--- src/core/pvi_pkg.sv ---
/*
  Shared constants for the prioritized vectored interrupt unit: register
  offsets, field positions, reset values, cycle counts and the FSM type.
  Assumes an 8-bit register-file port on the CPU clock.
*/
package pvi_pkg;
  // ****************************************************************
  // Register offsets
  // ****************************************************************
  localparam logic [7:0] FVP_HI_ADDR = 8'hDA;
  localparam logic [7:0] FVP_LO_ADDR = 8'hDB;
  localparam logic [7:0] REQ_STAT_ADDR = 8'hDC;
  localparam logic [7:0] LVL_MASK_ADDR = 8'hDD;
  localparam logic [7:0] SYS_MODE_ADDR = 8'hDE;
  localparam logic [7:0] PRIO_SET_ADDR = 8'hFF;

  // ****************************************************************
  // Field positions
  // ****************************************************************
  localparam int GE_BIT = 0;
  localparam int FE_BIT = 1;
  localparam int FLS_LSB = 2;
  localparam int GRP_BIT_HI = 7;
  localparam int GRP_BIT_MID = 4;
  localparam int GRP_BIT_LO = 1;
  localparam int A_ORDER_BIT = 0;
  localparam int C_ORDER_BIT = 5;
  localparam int C_SUB_BIT = 6;

  // Levels owning the hardware-cleared overflow sources
  localparam logic [2:0] HW_LVL_TMRA = 3'h0;
  localparam logic [2:0] HW_LVL_TMRD = 3'h2;
  localparam logic [2:0] HW_LVL_PWM = 3'h3;

  // ****************************************************************
  // Reset values
  // ****************************************************************
  localparam logic [7:0] REQ_STAT_RST = 8'h00;
  localparam logic [7:0] LVL_MASK_RST = 8'h00;
  localparam logic [7:0] PRIO_SET_RST = 8'h00;
  localparam logic [15:0] FVP_RST = 16'h0000;
  localparam logic [2:0] FLS_RST = 3'h0;

  // ****************************************************************
  // Timing, in CPU clock cycles from acceptance to branch
  // ****************************************************************
  localparam int ENTRY_CYCLES = 16;
  localparam int FAST_CYCLES = 6;
  localparam logic [3:0] ENTRY_LAST = 4'(ENTRY_CYCLES - 1);
  localparam logic [3:0] FAST_LAST = 4'(FAST_CYCLES - 1);
  localparam logic [3:0] STEP_PUSH_PCL = 4'h0;
  localparam logic [3:0] STEP_PUSH_PCH = 4'h1;
  localparam logic [3:0] STEP_PUSH_FLG = 4'h2;
  localparam logic [3:0] STEP_RD_VHI = 4'h3;
  localparam logic [3:0] STEP_RD_VLO = 4'h4;
  localparam logic [3:0] STEP_CAP_VHI = 4'h5;
  localparam logic [3:0] STEP_CAP_VLO = 4'h6;

  typedef enum {ST_IDLE, ST_ENTRY, ST_FAST} pvi_state_t;
endpackage

--- src/core/pvi_unit.sv ---
/*
  Prioritized vectored interrupt unit: level priority resolution, request
  status, pending bits, vectored and fast entry, return sequencing.
  Assumes all inputs are synchronous to clk_sys_in and that the CPU core
  takes push, vector-read and branch strobes in the cycle they stand.
*/
// How it works
// - Bits 7,4,1 order groups; 001 gives B>C>A, 101 gives C>B>A.
// - Priority bit 0 picks which of levels 0 and 1 wins.
// - Bit 5 orders group C; bit 6 orders the 6/7 subgroup.
// - Levels 0-1 form A, 2-4 form B, 5-7 form C.
// - Highest-priority level first; within a level the lower vector wins.
// - Priority setting is undefined after reset; software must write it (the unit loads 00H).
// - Request status bit n shows level n, read only, readable anytime.
// - Reset clears the request status register.
// - Requests still set status bits while globally disabled.
// - Hardware pending bits set on event, request CPU, cleared by unit.
// - Timer A, timer D and PWM overflows use hardware pending bits.
// - Software pending bits clear by writing zero at the source.
// - Service needs global enable, mask bit, top priority, source enable.
// - Accept at instruction end; clear global enable, stack, vector.
// - Return restores PC and flags and sets global enable.
// - Push PC low, PC high, flags; fetch vector high then low.
// - Each vector starts at an even address inside 00H-FFH.
// - Re-enabled globals during service allow nested higher requests.
// - Fast vector pointer is a pair: high at DAH, low at DBH.
// - Mode bits 4-2 pick fast level, bit 1 enables; 6 versus 16.
// - Fast entry copies flags into a hidden shadow register.
// - Any of the eight levels may be the fast level.
// - Mask bit one enables its level; mask sits at DDH.
// - Reset clears fast enable and global enable bits.
// - Fast entry swaps pointer and PC, sets status; return undoes.
`timescale 1ns/1ps
`default_nettype none
module pvi_unit
  import pvi_pkg::*;
(
  // Clock and reset
  input wire logic clk_sys_in,
  input wire logic rst_n_in,
  // Register file port
  input wire logic [7:0] reg_addr_in,
  input wire logic reg_wr_in,
  input wire logic reg_rd_in,
  input wire logic [7:0] reg_wdata_in,
  output logic [7:0] reg_rdata_out,
  // CPU core
  input wire logic instr_end_in,
  input wire logic global_allow_instr_in,
  input wire logic global_block_instr_in,
  input wire logic return_from_service_in,
  input wire logic [15:0] pc_in,
  input wire logic [7:0] flags_in,
  input wire logic [7:0] mem_rdata_in,
  // Interrupt sources
  input wire logic [7:0] sw_pend_in,
  input wire logic [2:0] hw_evt_in,
  input wire logic [2:0] hw_src_en_in,
  // Sequencing towards the CPU core
  output logic irq_request_out,
  output logic acknowledge_strobe_out,
  output logic [2:0] ack_level_out,
  output logic push_en_out,
  output logic [7:0] push_data_out,
  output logic vec_rd_out,
  output logic [7:0] vec_addr_out,
  output logic branch_en_out,
  output logic [15:0] branch_pc_out,
  output logic flags_load_out,
  output logic [7:0] flags_data_out,
  output logic fast_status_out,
  output logic global_enable_out
);

  // ****************************************************************
  // Priority decode
  // ****************************************************************
  function automatic logic [2:0] hw_level(input int idx);
    logic [2:0] lvl;
    lvl = HW_LVL_TMRA;
    if (idx == 1) begin
      lvl = HW_LVL_TMRD;
    end else if (idx == 2) begin
      lvl = HW_LVL_PWM;
    end
    return lvl;
  endfunction

  // Rank: group position in the top two bits, in-group position below
  function automatic logic [3:0] level_rank(input logic [2:0] lvl,
                                            input logic [7:0] prio);
    logic [2:0] code;
    logic [1:0] grp;
    logic [5:0] ord;
    logic [1:0] gpos;
    logic [1:0] ipos;
    logic sub;
    code = {prio[GRP_BIT_HI], prio[GRP_BIT_MID], prio[GRP_BIT_LO]};
    grp = (lvl < 3'd2) ? 2'd0 : ((lvl < 3'd5) ? 2'd1 : 2'd2);
    unique case (code)
      3'b000: ord = 6'b00_01_10;
      3'b001: ord = 6'b01_10_00;
      3'b010: ord = 6'b00_10_01;
      3'b011: ord = 6'b01_00_10;
      3'b100: ord = 6'b10_00_01;
      3'b101: ord = 6'b10_01_00;
      3'b110: ord = 6'b00_10_01;
      3'b111: ord = 6'b01_00_10;
    endcase
    gpos = (ord[5:4] == grp) ? 2'd0 : ((ord[3:2] == grp) ? 2'd1 : 2'd2);
    sub = (lvl == 3'd6) ? prio[C_SUB_BIT] : ~prio[C_SUB_BIT];
    unique case (grp)
      2'd0: ipos = {1'b0, lvl[0] ^ prio[A_ORDER_BIT]};
      2'd1: ipos = 2'(lvl - 3'd2);
      default: begin
        if (lvl == 3'd5) begin
          ipos = prio[C_ORDER_BIT] ? 2'd2 : 2'd0;
        end else begin
          ipos = prio[C_ORDER_BIT] ? {1'b0, sub} : {1'b1, sub};
        end
      end
    endcase
    return {gpos, ipos};
  endfunction

  // ****************************************************************
  // Registers and state
  // ****************************************************************
  pvi_state_t state_q;
  logic [3:0] step_q;
  logic [7:0] prio_q;
  logic [7:0] mask_q;
  logic [7:0] status_q;
  logic [2:0] hw_pend_q;
  logic [15:0] fvp_q;
  logic [2:0] fast_lvl_q;
  logic fast_en_q;
  logic [7:0] shadow_q;
  logic [15:0] pc_q;
  logic [7:0] flags_q;
  logic [7:0] vec_q;
  logic [15:0] target_q;
  logic entry_fast_q;
  logic [2:0] win_lvl;
  logic win_hw;
  logic win_any;
  logic qualify;
  logic accept;
  logic fast_ret;
  logic [7:0] hw_lvl_vec;
  logic [7:0] cand;

  // ****************************************************************
  // Level resolution
  // ****************************************************************
  always_comb begin
    logic [3:0] best;
    logic [3:0] rk;
    best = 4'hF;
    rk = 4'hF;
    win_lvl = 3'h0;
    win_any = 1'b0;
    hw_lvl_vec = 8'h00;
    for (int h = 0; h < 3; h++) begin
      if (hw_pend_q[h]) begin
        hw_lvl_vec[hw_level(h)] = 1'b1;
      end
    end
    cand = status_q & mask_q;
    for (int i = 0; i < 8; i++) begin
      rk = level_rank(3'(i), prio_q);
      if (cand[i] && rk < best) begin
        best = rk;
        win_lvl = 3'(i);
        win_any = 1'b1;
      end
    end
    // Hardware source has the lower vector of a shared level
    win_hw = hw_lvl_vec[win_lvl];
  end

  assign qualify = win_any && global_enable_out;
  assign accept = (state_q == ST_IDLE) && instr_end_in && qualify;
  assign fast_ret = (state_q == ST_IDLE) && return_from_service_in &&
                    fast_status_out;

  // ****************************************************************
  // Register file port
  // ****************************************************************
  // Priority and mask come up zero although software must rewrite them
  always_ff @(posedge clk_sys_in or negedge rst_n_in) begin
    if (!rst_n_in) begin
      prio_q <= PRIO_SET_RST;
      mask_q <= LVL_MASK_RST;
    end else if (reg_wr_in) begin
      if (reg_addr_in == PRIO_SET_ADDR) begin
        prio_q <= reg_wdata_in;
      end
      if (reg_addr_in == LVL_MASK_ADDR) begin
        mask_q <= reg_wdata_in;
      end
    end
  end

  always_ff @(posedge clk_sys_in or negedge rst_n_in) begin
    if (!rst_n_in) begin
      fast_lvl_q <= FLS_RST;
      fast_en_q <= 1'b0;
    end else if (reg_wr_in && reg_addr_in == SYS_MODE_ADDR) begin
      fast_lvl_q <= reg_wdata_in[FLS_LSB +: 3];
      fast_en_q <= reg_wdata_in[FE_BIT];
    end
  end

  always_ff @(posedge clk_sys_in or negedge rst_n_in) begin
    if (!rst_n_in) begin
      reg_rdata_out <= 8'h00;
    end else if (reg_rd_in) begin
      unique case (reg_addr_in)
        FVP_HI_ADDR: reg_rdata_out <= fvp_q[15:8];
        FVP_LO_ADDR: reg_rdata_out <= fvp_q[7:0];
        REQ_STAT_ADDR: reg_rdata_out <= status_q;
        LVL_MASK_ADDR: reg_rdata_out <= mask_q;
        SYS_MODE_ADDR: reg_rdata_out <= {3'b000, fast_lvl_q, fast_en_q,
                                         global_enable_out};
        PRIO_SET_ADDR: reg_rdata_out <= prio_q;
        default: reg_rdata_out <= 8'h00;
      endcase
    end
  end

  // ****************************************************************
  // Global enable
  // ****************************************************************
  always_ff @(posedge clk_sys_in or negedge rst_n_in) begin
    if (!rst_n_in) begin
      global_enable_out <= 1'b0;
    end else if (accept) begin
      global_enable_out <= 1'b0;
    end else if (global_block_instr_in) begin
      global_enable_out <= 1'b0;
    end else if (global_allow_instr_in) begin
      global_enable_out <= 1'b1;
    end else if (return_from_service_in && state_q == ST_IDLE) begin
      global_enable_out <= 1'b1;
    end else if (reg_wr_in && reg_addr_in == SYS_MODE_ADDR) begin
      global_enable_out <= reg_wdata_in[GE_BIT];
    end
  end

  // ****************************************************************
  // Pending and request status
  // ****************************************************************
  // A new event in the clearing cycle keeps its bit set
  always_ff @(posedge clk_sys_in or negedge rst_n_in) begin
    if (!rst_n_in) begin
      hw_pend_q <= 3'b000;
    end else begin
      for (int h = 0; h < 3; h++) begin
        if (hw_evt_in[h] && hw_src_en_in[h]) begin
          hw_pend_q[h] <= 1'b1;
        end else if (accept && win_hw && win_lvl == hw_level(h)) begin
          hw_pend_q[h] <= 1'b0;
        end
      end
    end
  end

  // Software-cleared bits follow their source, which clears them
  always_ff @(posedge clk_sys_in or negedge rst_n_in) begin
    if (!rst_n_in) begin
      status_q <= REQ_STAT_RST;
    end else begin
      status_q <= hw_lvl_vec | sw_pend_in;
    end
  end

  always_ff @(posedge clk_sys_in or negedge rst_n_in) begin
    if (!rst_n_in) begin
      irq_request_out <= 1'b0;
    end else begin
      irq_request_out <= qualify && (state_q == ST_IDLE);
    end
  end

  // ****************************************************************
  // Entry sequencer
  // ****************************************************************
  always_ff @(posedge clk_sys_in or negedge rst_n_in) begin
    if (!rst_n_in) begin
      state_q <= ST_IDLE;
      step_q <= 4'h0;
    end else begin
      unique case (state_q)
        ST_IDLE: begin
          step_q <= 4'h0;
          if (accept) begin
            state_q <= (fast_en_q && win_lvl == fast_lvl_q) ?
                       ST_FAST : ST_ENTRY;
          end
        end
        ST_ENTRY: begin
          step_q <= step_q + 4'h1;
          if (step_q == ENTRY_LAST - 4'h1) begin
            state_q <= ST_IDLE;
          end
        end
        ST_FAST: begin
          step_q <= step_q + 4'h1;
          if (step_q == FAST_LAST - 4'h1) begin
            state_q <= ST_IDLE;
          end
        end
      endcase
    end
  end

  // Context captured at acceptance
  always_ff @(posedge clk_sys_in or negedge rst_n_in) begin
    if (!rst_n_in) begin
      pc_q <= 16'h0000;
      flags_q <= 8'h00;
      vec_q <= 8'h00;
      entry_fast_q <= 1'b0;
      acknowledge_strobe_out <= 1'b0;
      ack_level_out <= 3'h0;
    end else begin
      acknowledge_strobe_out <= accept;
      if (accept) begin
        pc_q <= pc_in;
        flags_q <= flags_in;
        // Four bytes per level keeps every vector even below 20H
        vec_q <= {3'b000, win_lvl, ~win_hw, 1'b0};
        entry_fast_q <= fast_en_q && win_lvl == fast_lvl_q;
        ack_level_out <= win_lvl;
      end
    end
  end

  // Stack pushes and vector reads
  always_ff @(posedge clk_sys_in or negedge rst_n_in) begin
    if (!rst_n_in) begin
      push_en_out <= 1'b0;
      push_data_out <= 8'h00;
      vec_rd_out <= 1'b0;
      vec_addr_out <= 8'h00;
      target_q <= 16'h0000;
    end else begin
      push_en_out <= 1'b0;
      vec_rd_out <= 1'b0;
      if (state_q == ST_ENTRY) begin
        unique case (step_q)
          STEP_PUSH_PCL: begin
            push_en_out <= 1'b1;
            push_data_out <= pc_q[7:0];
          end
          STEP_PUSH_PCH: begin
            push_en_out <= 1'b1;
            push_data_out <= pc_q[15:8];
          end
          STEP_PUSH_FLG: begin
            push_en_out <= 1'b1;
            push_data_out <= flags_q;
          end
          STEP_RD_VHI: begin
            vec_rd_out <= 1'b1;
            vec_addr_out <= vec_q;
          end
          STEP_RD_VLO: begin
            vec_rd_out <= 1'b1;
            vec_addr_out <= vec_q | 8'h01;
          end
          STEP_CAP_VHI: target_q[15:8] <= mem_rdata_in;
          STEP_CAP_VLO: target_q[7:0] <= mem_rdata_in;
          default: begin
          end
        endcase
      end
    end
  end

  // ****************************************************************
  // Branch, fast pointer swap and shadow flags
  // ****************************************************************
  always_ff @(posedge clk_sys_in or negedge rst_n_in) begin
    if (!rst_n_in) begin
      branch_en_out <= 1'b0;
      branch_pc_out <= 16'h0000;
      flags_load_out <= 1'b0;
      flags_data_out <= 8'h00;
    end else begin
      branch_en_out <= 1'b0;
      flags_load_out <= 1'b0;
      if (state_q == ST_ENTRY && step_q == ENTRY_LAST - 4'h1) begin
        branch_en_out <= 1'b1;
        branch_pc_out <= target_q;
      end else if (state_q == ST_FAST && step_q == FAST_LAST - 4'h1) begin
        branch_en_out <= 1'b1;
        branch_pc_out <= fvp_q;
      end else if (fast_ret) begin
        branch_en_out <= 1'b1;
        branch_pc_out <= fvp_q;
        flags_load_out <= 1'b1;
        flags_data_out <= shadow_q;
      end
    end
  end

  // Pointer writes lose to the hardware swap in the same cycle
  always_ff @(posedge clk_sys_in or negedge rst_n_in) begin
    if (!rst_n_in) begin
      fvp_q <= FVP_RST;
    end else if (state_q == ST_FAST && step_q == FAST_LAST - 4'h1) begin
      fvp_q <= pc_q;
    end else if (fast_ret) begin
      fvp_q <= pc_in;
    end else if (reg_wr_in && reg_addr_in == FVP_HI_ADDR) begin
      fvp_q[15:8] <= reg_wdata_in;
    end else if (reg_wr_in && reg_addr_in == FVP_LO_ADDR) begin
      fvp_q[7:0] <= reg_wdata_in;
    end
  end

  always_ff @(posedge clk_sys_in or negedge rst_n_in) begin
    if (!rst_n_in) begin
      shadow_q <= 8'h00;
      fast_status_out <= 1'b0;
    end else if (accept && fast_en_q && win_lvl == fast_lvl_q) begin
      shadow_q <= flags_in;
    end else if (state_q == ST_FAST && step_q == FAST_LAST - 4'h1) begin
      fast_status_out <= 1'b1;
    end else if (fast_ret) begin
      fast_status_out <= 1'b0;
    end
  end
endmodule
`default_nettype wire

--- config.mk ---
export PLATFORM = sky130hd
export DESIGN_NAME = pvi_unit
export DESIGN_NICKNAME = d
export VERILOG_FILES = /design/src/core/pvi_pkg.sv /design/src/core/pvi_unit.sv
export SDC_FILE = /design/constraint.sdc
export NUM_CORES = 1
export LEC_CHECK = 0
export ABC_AREA = 1
export BUFFER_PORTS_ARGS = -buffer_cell sky130_fd_sc_hd__buf_4
export CORE_ASPECT_RATIO = 1.2
export CORE_MARGIN = 1
export CORE_UTILIZATION = 55
export CTS_BUF_LIST = sky130_fd_sc_hd__clkbuf_4 sky130_fd_sc_hd__clkbuf_8 sky130_fd_sc_hd__clkbuf_16
export DETAILED_ROUTE_END_ITERATION = 7
export HOLD_SLACK_MARGIN = 0.06
export PLACE_DENSITY = 0.75
export SLEW_MARGIN = 25
export SYNTH_ARGS = -nofsm -noshare
export SYNTH_HDL_FRONTEND = slang
export SYNTH_SLANG_ARGS = --single-unit
--- constraint.sdc ---
create_clock -name clk_sys_in -period 14.6 [get_ports clk_sys_in]
set_clock_uncertainty 0.2 [all_clocks]
set_input_delay 1.46 -clock clk_sys_in [delete_from_list [all_inputs] [get_ports clk_sys_in]]
set_output_delay 1.46 -clock clk_sys_in [all_outputs]
set_load 0.05 [all_outputs]
* Word level (Yosys, flattened, before mapping)
Memories as Yosys holds them, arrays and structs flattened.
Cells that the tools add are included.
** Operators by class
- Muxes and demuxes :: 93
- Reduce and logical (&&, ||, !) cells :: 62
- Order comparisons :: 13
- Add/subtract/negate cells :: 1
- Bitwise gates (word level) :: 10
- Equality and inequality tests :: 36
** Operator list (number)
- $mux W32 :: 3
- $pmux W32 S3 :: 1
- $mux W16 :: 5
- $eq A32 B2 Y1 const B :: 2
- $logic_not A32 Y1 :: 2
- $eq A8 B8 Y1 const B :: 6
- $pmux W8 S6 :: 1
- $mux W2 :: 22
- $mux W8 :: 5
- $mux W1 :: 35
- $eq A32 B1 Y1 const B :: 1
- $eq A32 B3 Y1 const B :: 1
- $logic_and A1 B1 Y1 :: 31
- $lt A4 B4 Y1 :: 7
- $mux W4 :: 7
- $mux W3 :: 8
- $pmux W8 S3 :: 1
- $or A8 B8 Y8 :: 2
- $pmux W8 S2 :: 1
- $reduce_and A2 Y1 :: 8
- $eq A2 B1 Y1 const B :: 6
- $eq A2 B2 Y1 const B :: 6
- $eq A4 B3 Y1 const B :: 3
- $lt A3 B4 Y1 const B :: 3
- 24 further kinds :: 48
** Storage, ports and cells
- Memory bits (read-only) :: 384
- Register bits after elaboration :: 194
- Word-level logic and storage cells :: 255
- Memories :: 8
- Bits of input ports :: 70
- Output and inout bits :: 59
** Memories
- (no name shown) :: depth 8, width 6, rd ports 1, clocked after memory_dff 0, wr ports 0, line pvi_unit.sv:100 : unique case (code)
- (no name shown) :: depth 8, width 6, rd ports 1, clocked after memory_dff 0, wr ports 0, line pvi_unit.sv:100
- (no name shown) :: depth 8, width 6, rd ports 1, clocked after memory_dff 0, wr ports 0, line pvi_unit.sv:100
- (no name shown) :: depth 8, width 6, rd ports 1, clocked after memory_dff 0, wr ports 0, line pvi_unit.sv:100
- (no name shown) :: depth 8, width 6, rd ports 1, clocked after memory_dff 0, wr ports 0, line pvi_unit.sv:100
- (no name shown) :: depth 8, width 6, rd ports 1, clocked after memory_dff 0, wr ports 0, line pvi_unit.sv:100
- +2 memories

* Longest topological paths before layout
Gate-level depths: netlist of run 1.
An unclocked memory read counts as a cell.
- Depth in word-level cells :: 34
- Depth in mapped cells :: 59
- Depth with buffers taken out :: 59

* Worst setup path after synthesis of run 1
Ideal clock, no wire load.
- Path type :: register to register
- Start :: reg prio_q[1]
- End :: reg fast_status_out
- Period minus slack after synthesis :: 7276 ps
- Setup slack :: 7324 ps
- Data arrival time :: 6957 ps
- Setup time :: 120 ps
- Buffers on the path :: 1
- Stages on the path, launching flop included :: 52
- Data required time :: 14280 ps
- Cell sequence :: dfrtp_1 -> inv_1 -> ha_1 -> nand2_2 -> nand2_4 -> inv_4 -> nand2_4 -> nand2_1 -> inv_1 -> ha_1 -> inv_1 -> nor2_1 -> nand3_2 -> nand2_4 -> inv_1 -> o21ai_0 -> ha_1 -> nand2_1 -> [... 16 more ...] -> o21ai_1 -> nand2_1 -> ha_1 -> a211oi_1 -> nand2_4 -> nand2_1 -> o21ai_0 -> ha_1 -> and2_1 -> nand2_1 -> nand2_4 -> nand2_2 -> nand3_1 -> nor2_2 -> nand3_4 -> buf_6 -> nand2_1 -> nand2_1
** On the way
- Word-level cells in the longest chain between the ends :: 34
- Elaborated cells between the ends (all ways) :: 85
- Those cells by class :: 8 x order compare; 13 x eq/ne; 38 x mux; 1 x bitwise; 17 x reduce/logical; 8 x memory
** Ends and longest elaborated chain
- from (decl) :: line pvi_unit.sv:131 : logic [7:0] prio_q;
- from (signal assigned) :: line pvi_unit.sv:197 : prio_q <= reg_wdata_in;
- $mem_v2 Z8 W6
- $logic_not A2 Y1 :: line pvi_unit.sv:110 : gpos = (ord[5:4] == grp) ? 2'd0 : ((ord[3:2] == grp) ? 2'd1 : 2'd2);
- $mux W2 (2 in series) :: line pvi_unit.sv:110
- $lt A4 B4 Y1 :: line pvi_unit.sv:172 : if (cand[i] && rk < best) begin
- $logic_and A1 B1 Y1 :: line pvi_unit.sv:172
- $mux W4 :: line pvi_unit.sv:172
- $lt A4 B4 Y1 :: line pvi_unit.sv:172
- $logic_and A1 B1 Y1 :: line pvi_unit.sv:172
- [... 17 more ...]
- $logic_and A1 B1 Y1 :: line pvi_unit.sv:172
- $mux W1 :: line pvi_unit.sv:172
- $logic_and A1 B1 Y1 :: line pvi_unit.sv:182 : assign qualify = win_any && global_enable_out;
- $logic_and A1 B1 Y1 :: line pvi_unit.sv:183 : assign accept = (state_q == ST_IDLE) && instr_end_in && qualify;
- $logic_and A1 B1 Y1 :: line pvi_unit.sv:428 : end else if (accept && fast_en_q && win_lvl == fast_lvl_q) begin
- $logic_and A1 B1 Y1 * :: line pvi_unit.sv:428
- $not A1 Y1 (no line) *
- $reduce_and A2 Y1 (no line) *
- to (signal assigned) :: line pvi_unit.sv:427 : fast_status_out <= 1'b0;
- to (signal assigned) :: line pvi_unit.sv:431 : fast_status_out <= 1'b1;
- to (signal assigned) :: line pvi_unit.sv:433 : fast_status_out <= 1'b0;
- to (decl) :: line pvi_unit.sv:71 : output logic fast_status_out,
Every way passes the cells marked *; elsewhere a longest branch is shown, timed or not.
A chain may end at the register's enable or synchronous reset.

* Worst setup path in the final report of run 1
Same ends and word-level chain as after synthesis.

==> results of run 1 <==
[routing by layer]
metal	share of wire, %	track usage (%)	routed length (microns)	up-vias
met5	0	0	0	-
met4	3.1	12.65	655	0
met3	6.8	6.239	1409	46
met2	46	44.31	9627	256
met1	44	39.14	9138	3244
li1	-	-	-	3439
[final cells by class]
class                      instances  share of cell area (%)
clock inverter                    10                   1.127
inverter                         118                   4.586
clock buffer                      22                   4.996
multi-input combinational        678                   36.50
tap                              175                   2.242
sequential                       158                   40.48
timing repair buffer             130                   10.07
[cells in the final DEF, fill, tap and decap left out, types with 5 or more instances in the layout]
cell type                   instances
sky130_fd_sc_hd__nand2_1          284
sky130_fd_sc_hd__dfrtp_1          158
sky130_fd_sc_hd__buf_4            128
sky130_fd_sc_hd__inv_1            112
sky130_fd_sc_hd__o21ai_0           89
sky130_fd_sc_hd__nor2_1            60
sky130_fd_sc_hd__nand3_1           40
sky130_fd_sc_hd__a31oi_1           30
sky130_fd_sc_hd__ha_1              23
sky130_fd_sc_hd__o21ai_1           21
sky130_fd_sc_hd__nand2_2           18
sky130_fd_sc_hd__clkbuf_16         17
sky130_fd_sc_hd__nor3_1            11
sky130_fd_sc_hd__a21oi_1           11
sky130_fd_sc_hd__nand2_4           10
sky130_fd_sc_hd__o21ai_2            9
sky130_fd_sc_hd__a22o_1             9
sky130_fd_sc_hd__nand3_2            7
sky130_fd_sc_hd__a221oi_1           5
sky130_fd_sc_hd__a41oi_1            5
sky130_fd_sc_hd__clkinv_2           5
[state kept, by name (all words and copies together), names as in the netlist, 2 cells and up]
register and cells:
ack_level_out 3, vec_addr_out 5, mask_q 8, flags_data_out 8, shadow_q 8, reg_rdata_out 8
status_q 8, branch_pc_out 16, flags_q 8, fast_lvl_q 3, prio_q 8, state_q 2
step_q 4, target_q 16, push_data_out 8, hw_pend_q 3, pc_q 16, fvp_q 16
[per-stage QoR]
stage | utilization (%) | cell area, sq um
after global placement | 63.52 | 9155
after CTS | 67.69 | 9757
after global routing | 67.76 | 9767
after floorplan | - | 8128
final | 67.76 | 9767
after detailed placement | 63.54 | 9159
[how the worst max path moves through the flow]
| stage | slack, ns | startpoint | to | depth (start not counted) |
|---|---|---|---|---|
| after CTS | 6.27 | prio_q[1]$_DFFE_PN0P_ | fast_status_out$_DFFE_PN0P_ | 55 |
| after detailed placement | 6.33 | prio_q[1]$_DFFE_PN0P_ | fast_status_out$_DFFE_PN0P_ | 55 |
| after global placement | 6.54 | prio_q[1]$_DFFE_PN0P_ | fast_status_out$_DFFE_PN0P_ | 54 |
| after floorplan | 7.32 | prio_q[1]$_DFFE_PN0P_ | fast_status_out$_DFFE_PN0P_ | 51 |
| after global routing | 5.56 | prio_q[1]$_DFFE_PN0P_ | fast_status_out$_DFFE_PN0P_ | 55 |
| final | 6.26 | prio_q[1]$_DFFE_PN0P_ | fast_status_out$_DFFE_PN0P_ | 55 |
[kinds of logic after synthesis]
family	count (synthesis)	synth area share, %
AND/OR/NAND/NOR	449	24.81
AO/OA/AOI/OAI	199	14.70
flip-flops	158	48.69
buffers and inverters	153	7.689
adder cells (fa/ha/maj)	23	3.544
multiplexers	3	0.4160
other	1	0.04618
XOR/XNOR	1	0.1079
[critical path, delay by kind of cell, from the launching register on]
kind | cells | cell delay (ns)
AOI/OAI and AO/OA | 9 | 1.64
buffers and inverters | 7 | 0.94
and+or+nand+nor | 32 | 2.88
DFF | 1 | 0.44
adders and majority gates | 7 | 2.10
[report_power, final]
part	internal (mW)	switching [mW]	total (mW)	leakage, nW
combinational	0.134	0.263	0.397	2.83
sequential	0.529	0.0656	0.595	1.86
clock	0.271	0.182	0.453	0.299
==> reports/qor.json, run 1 <==
{
  "drt": {
    "via_per_inst": 5.411,
    "post-route-drc-count": 0,
    "via_count": 6985,
    "antenna_violating_nets_post_route": 0,
    "first_pass_iters": 5,
    "routed_wirelength_normalized_by_instance_count_microns": 16.13,
    "drt-initial-drc-count": 627,
    "routed_wirelength_microns": 20830
  },
  "timing": {
    "period_share_pct": 57.09,
    "setup_ws_ns": 6.265,
    "max_freq_mhz": 120.0,
    "final_period_minus_worst_setup_slack_ns": 8.335,
    "finalMaxSlewViolations": 0,
    "setup_viol": 0,
    "final-hold-violation-count": 0,
    "whs_ns": 0.2828,
    "tightestPinTransition_ns": 0.9874,
    "setup-tns-final_ns": 0,
    "slew_headroom_pct": 33.73,
    "grt_setup_unrepaired": "no"
  },
  "clock_network": {
    "htree_levels": 4,
    "cts_num_sinks": 158,
    "ctsLongestPathBuffers": 2,
    "number_of_clock_buffers_inserted_by_tritoncts": 17,
    "cts_setup_buffers": 0,
    "clk_pin_slew_ns": 0.06,
    "clock_tree_from_tritoncts": "done",
    "resized_cells_post_cts": 0,
    "clock_tree.root_cell": "sky130_fd_sc_hd__clkbuf_16",
    "cts.hold.buffers_added": 0,
    "worst_skew_late_latency_ns": 0.43
  },
  "worst_hold_path": {
    "min_delay_worst_endpoint": "reg_rdata_out[7]$_DFFE_PN0P_",
    "timing.hold.worst.class": "flip-flop to flip-flop",
    "hold_path_startpoint": "reg_rdata_out[7]$_DFFE_PN0P_",
    "timing.hold.worst_path_depth": 2
  },
  "global_route": {
    "antenna_found_initial": 0,
    "grt_first_pass_wirelength_microns": 33380,
    "grt.total_usage_pct": 28.69,
    "grt.overflow.total": 0,
    "grt_start_max_net_pins": 85,
    "first_global_vias": 6555
  },
  "final_layout": {
    "stdcell_count": 1291,
    "post_route_cells_drive_above_1_share_pct": 20.52,
    "multi_input_area_sq_um": 3565,
    "fillCellCount": 1223,
    "finalNetCount": 1196,
    "antenna_cells": 0,
    "seq_area_sq_um": 3954,
    "area_growth_syn_to_layout_pct": 20.28
  },
  "setup_path": {
    "worstSetupStartpointType": "flip-flop",
    "worst_path_most_repeated_cell": "sky130_fd_sc_hd__nand2_1",
    "timing.setup.critical_path_class": "flip-flop to flip-flop",
    "regToRegStartpoint": "prio_q[1]$_DFFE_PN0P_",
    "critPathRequiredTime_ns": 14.72,
    "worstPathArrival_ns": 8.46,
    "crit_path_top_delay_cell": "sky130_fd_sc_hd__buf_4",
    "rr_endpoint": "fast_status_out$_DFFE_PN0P_",
    "r2r.worst_path.cells": 55,
    "timing.critical_path.to_type": "flip-flop",
    "setup.reg_to_reg.worst_slack_ns": 6.26,
    "crit_path_max_fanout": 56,
    "crit_path_max_incr_delay_ns": 0.47
  },
  "placed_design": {
    "dp_hpwl_microns": 15340,
    "gp_congestion": 0.8795,
    "placement.io_buffers": 125,
    "numPlacedInstances": 1259,
    "dp_slack_ns": 6.326
  },
  "pwr": {
    "cellLeakagePower_nw": 4.995,
    "ir_drop_v": 0.0001659,
    "power.density_cell_area_nw_per_um2": 147.9,
    "total_power_after_layout_mw": 1.444
  },
  "yosys": {
    "synth_top_cells_by_count": "sky130_fd_sc_hd__nand2_1 (285), sky130_fd_sc_hd__dfrtp_1 (158), sky130_fd_sc_hd__inv_1 (112), sky130_fd_sc_hd__o21ai_0 (89), sky130_fd_sc_hd__nor2_1 (60)",
    "dominantRegCellSynth": "sky130_fd_sc_hd__dfrtp_1",
    "netlist_area_sq_um": 8120,
    "ys_seq_elements": 158,
    "synth.top_cell.area_share_pct": 48.69,
    "yosys.cell_count.top_type": "sky130_fd_sc_hd__nand2_1",
    "synth_warnings": 0,
    "synth.distinct_cells": 51,
    "synth_edf_count": 0,
    "synth.largest_area_cell": "sky130_fd_sc_hd__dfrtp_1",
    "synth-seq-area-share_pct": 48.69,
    "synth-async-reset-ratio_pct": 100.0,
    "post_synth.cell_area_avg_sq_um": 8.227,
    "netlist_top_cells_area": "sky130_fd_sc_hd__dfrtp_1 (49%), sky130_fd_sc_hd__nand2_1 (13%), sky130_fd_sc_hd__o21ai_0 (5.5%)",
    "number_of_instances_in_the_synthesized_netlist": 987
  },
  "floorplanning": {
    "initial_utilization_pct": 56.34,
    "fp.dieArea_sq_um": 15260,
    "die_y_microns": 135.1,
    "ioPinCount": 129,
    "rows": 48,
    "die_width_microns": 112.9,
    "core_area_sq_um": 14410
  },
  "flow_run": {
    "max-cap-violations": 0
  },
  "outcome": {
    "run_status": "finished clean"
  }
}
(Power assumes the default switching activity.)
==> inputs of run 2 (changes only) <==
Settings changed: ABC_AREA 1 to 0, CORE_UTILIZATION 55 to 52, PLACE_DENSITY 0.75 to 0.74.
Clock period 14.6 ns to 7.1 ns, I/O delays scaled along.
==> run 2 against run 1 <==
  * The flow now finishes with violations (negative setup slack)
  * Count of clock-buffer cells in the layout shrank 2
  * Largest cell class is now multi-input combinational cells
  * First-iteration DRC count grew 10%
  * Critical endpoint is now shadow_q[7]$_DFFE_PN0P_
  * Via count grew 9.6%
==> reports/qor.json, run 2 <==
{
  "outcome": {
    "run_status": "finished, violations left",
    "violations": "negative setup slack"
  },
  "final_layout": {
    "final_common_cell": "sky130_fd_sc_hd__buf_4",
    "final_cell_area": {"value": 11680, "unit": "sq um", "change": "+20%"},
    "post_route_cells_drive_above_1_share": {"value": 43.39, "unit": "%", "change": "+23 points"},
    "most-common-layout-cells": "sky130_fd_sc_hd__buf_4 (253), sky130_fd_sc_hd__dfrtp_1 (156), sky130_fd_sc_hd__nand2_1 (120), sky130_fd_sc_hd__nor2_1 (57), sky130_fd_sc_hd__a21oi_1 (52)",
    "area_growth_syn_to_layout_pct": 42.29,
    "fillCellCount": {"value": 1016, "change": "-17%"},
    "antenna_cells": {"value": 0, "change": "unchanged"},
    "finalNetCount": {"value": 1184, "change": "-1.0%"}
  },
  "flow_run": {
    "max-cap-violations": {"value": 0, "change": "unchanged"}
  },
  "placed_design": {
    "placement.io_buffers": {"value": 125, "change": "unchanged"},
    "dp_hpwl": {"value": 17570, "unit": "microns", "change": "+15%"},
    "gp_congestion": {"value": 0.9204, "change": "+4.7%"},
    "post_dp_cell_area": {"value": 10150, "unit": "sq um", "change": "+11%"}
  },
  "yosys": {
    "synth_warnings": {"value": 0, "change": "unchanged"},
    "netlist_area": {"value": 8210, "unit": "sq um", "change": "+1.1%"},
    "synth.largest_area_cell": "sky130_fd_sc_hd__dfrtp_1",
    "number_of_instances_in_the_synthesized_netlist": {"value": 836, "change": "-15%"},
    "synth-async-reset-ratio": {"value": 100.0, "unit": "%", "change": "unchanged"},
    "synth_edf_count": {"value": 0, "change": "unchanged"},
    "post_synth.cell_area_avg": {"value": 9.821, "unit": "sq um", "change": "+19%"},
    "yosys.cell_count.top_type": "sky130_fd_sc_hd__nand2_1",
    "netlist_top_cells_area": "sky130_fd_sc_hd__dfrtp_1 (48%), sky130_fd_sc_hd__nand2_1 (7.3%), sky130_fd_sc_hd__mux2_2 (7.0%)",
    "dominantRegCellSynth": "sky130_fd_sc_hd__dfrtp_1",
    "synth_top_cells_by_count": "sky130_fd_sc_hd__nand2_1 (159), sky130_fd_sc_hd__dfrtp_1 (158), sky130_fd_sc_hd__nor2_1 (64), sky130_fd_sc_hd__a21oi_1 (58), sky130_fd_sc_hd__mux2_2 (51)",
    "synth.distinct_cells": {"value": 81, "change": "+59%"},
    "synth-seq-area-share": {"value": 48.16, "unit": "%", "change": "-0.53 points"},
    "synth.top_cell.area_share": {"value": 48.16, "unit": "%", "change": "-0.53 points"},
    "ys_seq_elements": {"value": 158, "change": "unchanged"}
  },
  "setup_path": {
    "regToRegStartpoint": "prio_q[1]$_DFFE_PN0P_",
    "startpoint": "prio_q[1]$_DFFE_PN0P_",
    "crit_path_max_fanout": {"value": 6, "change": "-89%"},
    "crit_path_top_delay_cell": "sky130_fd_sc_hd__dfrtp_2",
    "r2r.worst_path.cells": {"value": 48, "change": "-13%"},
    "worst_path_most_repeated_cell": "sky130_fd_sc_hd__ha_4",
    "timing.setup.critical_path_class": "flip-flop to flip-flop",
    "crit_path_max_incr_delay": {"value": 0.47, "unit": "ns", "change": "about the same"},
    "timing.critical_path.to_type": "flip-flop",
    "worstSetupStartpointType": "flip-flop",
    "critPathRequiredTime": {"value": 7.22, "unit": "ns", "change": "-7.50 ns"},
    "endpoint": "shadow_q[7]$_DFFE_PN0P_",
    "worstPathArrival": {"value": 9.72, "unit": "ns", "change": "+1.26 ns"},
    "rr_endpoint": "shadow_q[7]$_DFFE_PN0P_",
    "setup.reg_to_reg.worst_slack": {"value": -2.50, "unit": "ns", "change": "-8.76 ns"}
  },
  "drt": {
    "via_per_inst": {"value": 5.854, "change": "+8.2%"},
    "first_pass_iters": {"value": 7, "change": "+2"},
    "drt-initial-drc-count": {"value": 691, "change": "+10%"},
    "routed_wirelength_normalized_by_instance_count": {"value": 20.54, "unit": "microns", "change": "+27%"},
    "post-route-drc-count": {"value": 0, "change": "unchanged"},
    "antenna_violating_nets_post_route": {"value": 0, "change": "unchanged"},
    "via_count": {"value": 7657, "change": "+9.6%"},
    "routed_wirelength": {"value": 26860, "unit": "microns", "change": "+29%"}
  },
  "clock_network": {
    "clock_tree_from_tritoncts": "done",
    "htree_levels": {"value": 4, "change": "unchanged"},
    "clock_tree.root_cell": "sky130_fd_sc_hd__clkbuf_16",
    "cts.hold.buffers_added": {"value": 0, "change": "unchanged"},
    "clk_pin_slew": {"value": 0.06, "unit": "ns", "change": "about the same"},
    "number_of_clock_buffers_inserted_by_tritoncts": {"value": 17, "change": "unchanged"},
    "cts_num_sinks": {"value": 158, "change": "unchanged"},
    "worst_skew_late_latency": {"value": 0.44, "unit": "ns", "change": "about the same"},
    "ctsLongestPathBuffers": {"value": 2, "change": "unchanged"}
  },
  "worst_hold_path": {
    "timing.hold.worst.class": "primary input to asynchronous set/reset pin"
  },
  "floorplanning": {
    "initial_utilization": {"value": 54.00, "unit": "%", "change": "-2.3 points"},
    "ioPinCount": {"value": 129, "change": "unchanged"},
    "rows": {"value": 49, "change": "+2.1%"},
    "die_width": {"value": 116.7, "unit": "microns", "change": "+3.4%"},
    "fp.dieArea": {"value": 16300, "unit": "sq um", "change": "+6.8%"},
    "die_y": {"value": 139.6, "unit": "microns", "change": "+3.4%"},
    "core_area": {"value": 15200, "unit": "sq um", "change": "+5.5%"}
  },
  "global_route": {
    "grt.overflow.total": {"value": 0, "change": "unchanged"},
    "use_met1": {"value": 40.65, "unit": "%", "change": "+1.5 points"},
    "grt.total_usage": {"value": 33.20, "unit": "%", "change": "+4.5 points"},
    "grt_use_met3": {"value": 5.923, "unit": "%", "change": "-0.32 points"},
    "grt_first_pass_wirelength": {"value": 40260, "unit": "microns", "change": "+21%"},
    "gr_peak_layer": "met2",
    "first_global_vias": {"value": 7531, "change": "+15%"},
    "groute.layer.met2.usage": {"value": 55.71, "unit": "%", "change": "+11 points"},
    "antenna_found_initial": {"value": 0, "change": "unchanged"},
    "grt_start_max_net_pins": {"value": 84, "change": "-1.2%"}
  },
  "timing": {
    "max_freq": {"value": 104.2, "unit": "MHz", "change": "-13%"},
    "slew_headroom": {"value": 31.59, "unit": "%", "change": "-2.1 points"},
    "final-hold-violation-count": {"value": 0, "change": "unchanged"},
    "finalMaxSlewViolations": {"value": 0, "change": "unchanged"},
    "grt_setup_unrepaired": "yes",
    "whs": {"value": 0.09731, "unit": "ns", "change": "-0.1855 ns"},
    "period_share": {"value": 135.2, "unit": "%", "change": "+78 points"},
    "final_period_minus_worst_setup_slack": {"value": 9.598, "unit": "ns", "change": "+1.263 ns"},
    "tightestPinTransition": {"value": 1.024, "unit": "ns", "change": "+0.03651 ns"},
    "setup_viol": {"value": 45, "change": "+45"},
    "setup_ws": {"value": -2.498, "unit": "ns", "change": "-8.763 ns"}
  },
  "pwr": {
    "ir_drop": {"value": 0.0002374, "unit": "V", "change": "+43%"},
    "power.density_cell_area": {"value": 282.0, "unit": "nW/um^2", "change": "+91%"},
    "cellLeakagePower": {"value": 5.546, "unit": "nW", "change": "+11%"},
    "total_power_after_layout": {"value": 3.294, "unit": "mW", "change": "+130%"}
  }
}
==> run 2: worst min-delay path by stage <==
stage | end | slack, ns | cells after the start
floorplan | ack_level_out[0]$_DFFE_PN0P_ | 0.21 | 0
global placement | flags_q[6]$_DFFE_PN0P_ | 0.26 | 2
detailed placement | flags_q[2]$_DFFE_PN0P_ | 0.27 | 2
CTS | target_q[13]$_DFFE_PN0P_ | 0.12 | 1
global route | target_q[13]$_DFFE_PN0P_ | 0.15 | 1
finish | target_q[13]$_DFFE_PN0P_ | 0.1 | 1
==> run 2: final cells by class <==
cell class	instances	area (sq um)	share of cell area, %
clock buffers	20	460.4	3.941
multi-input cells	622	4566	39.08
flip-flops and latches	158	3956	33.87
clock inverters	12	158.9	1.360
well taps	204	255.2	2.185
repair buffers	272	2203	18.86
inverters	20	82.58	0.7069
==> run 2: power breakdown <==
part | switching (mW) | internal (mW)
sequential | 0.181 | 1.08
clock | 0.382 | 0.578
combinational | 0.624 | 0.449
total | 1.19 | 2.11
==> run 2: through the flow <==
step | setup TNS, ns | setup slack (ns) | std cells | util (%)
after global routing | -125.60 | -2.993 | 1308 | 76.84
after floorplan | -84.09 | -2.199 | 838 | -
final | -105.44 | -2.498 | 1308 | 76.84
after global placement | -81.27 | -2.021 | 1232 | 66.79
after detailed placement | -89.37 | -2.197 | 1232 | 66.79
after CTS | -88.42 | -2.178 | 1297 | 74.47
==> run 2: critical path: cells and delay by family (launching register included) <==
kind	cells	cell delay (ns)
buf+inv	5	0.62
simple gates	15	2.15
compound gates	17	3.30
fa+ha+maj	7	1.51
mux	3	0.96
flops	1	0.47
xor+xnor	1	0.27
==> run 2: logic make-up (layout without fill, tap and decap cells) <==
kind of cell / after synthesis / in the layout / synth area share, %
fa+ha+maj: 24 / 24 / 3.627
compound gates: 197 / 197 / 15.97
other cells: 1 / 3 / 0.04567
buf+inv: 58 / 324 / 3.246
flops: 158 / 158 / 48.16
mux: 84 / 84 / 11.51
simple gates: 309 / 309 / 16.92
xor+xnor: 5 / 5 / 0.5335
==> run 2: timing repair <==
item | in CTS | in global routing
pin swaps | 52 | 76
setup endpoints to repair | 45 | 45
hold endpoints to repair | 0 | 0
gates resized for setup | 58 | 72
gates cloned | 3 | 1
setup buffers | 31 | 16
==> run 2: metal layers <==
layer,vias to the layer above,wire length [microns]
met1,3755,10340
met2,343,13670
met3,92,1469
li1,3467,-
met4,0,1385
met5,-,0
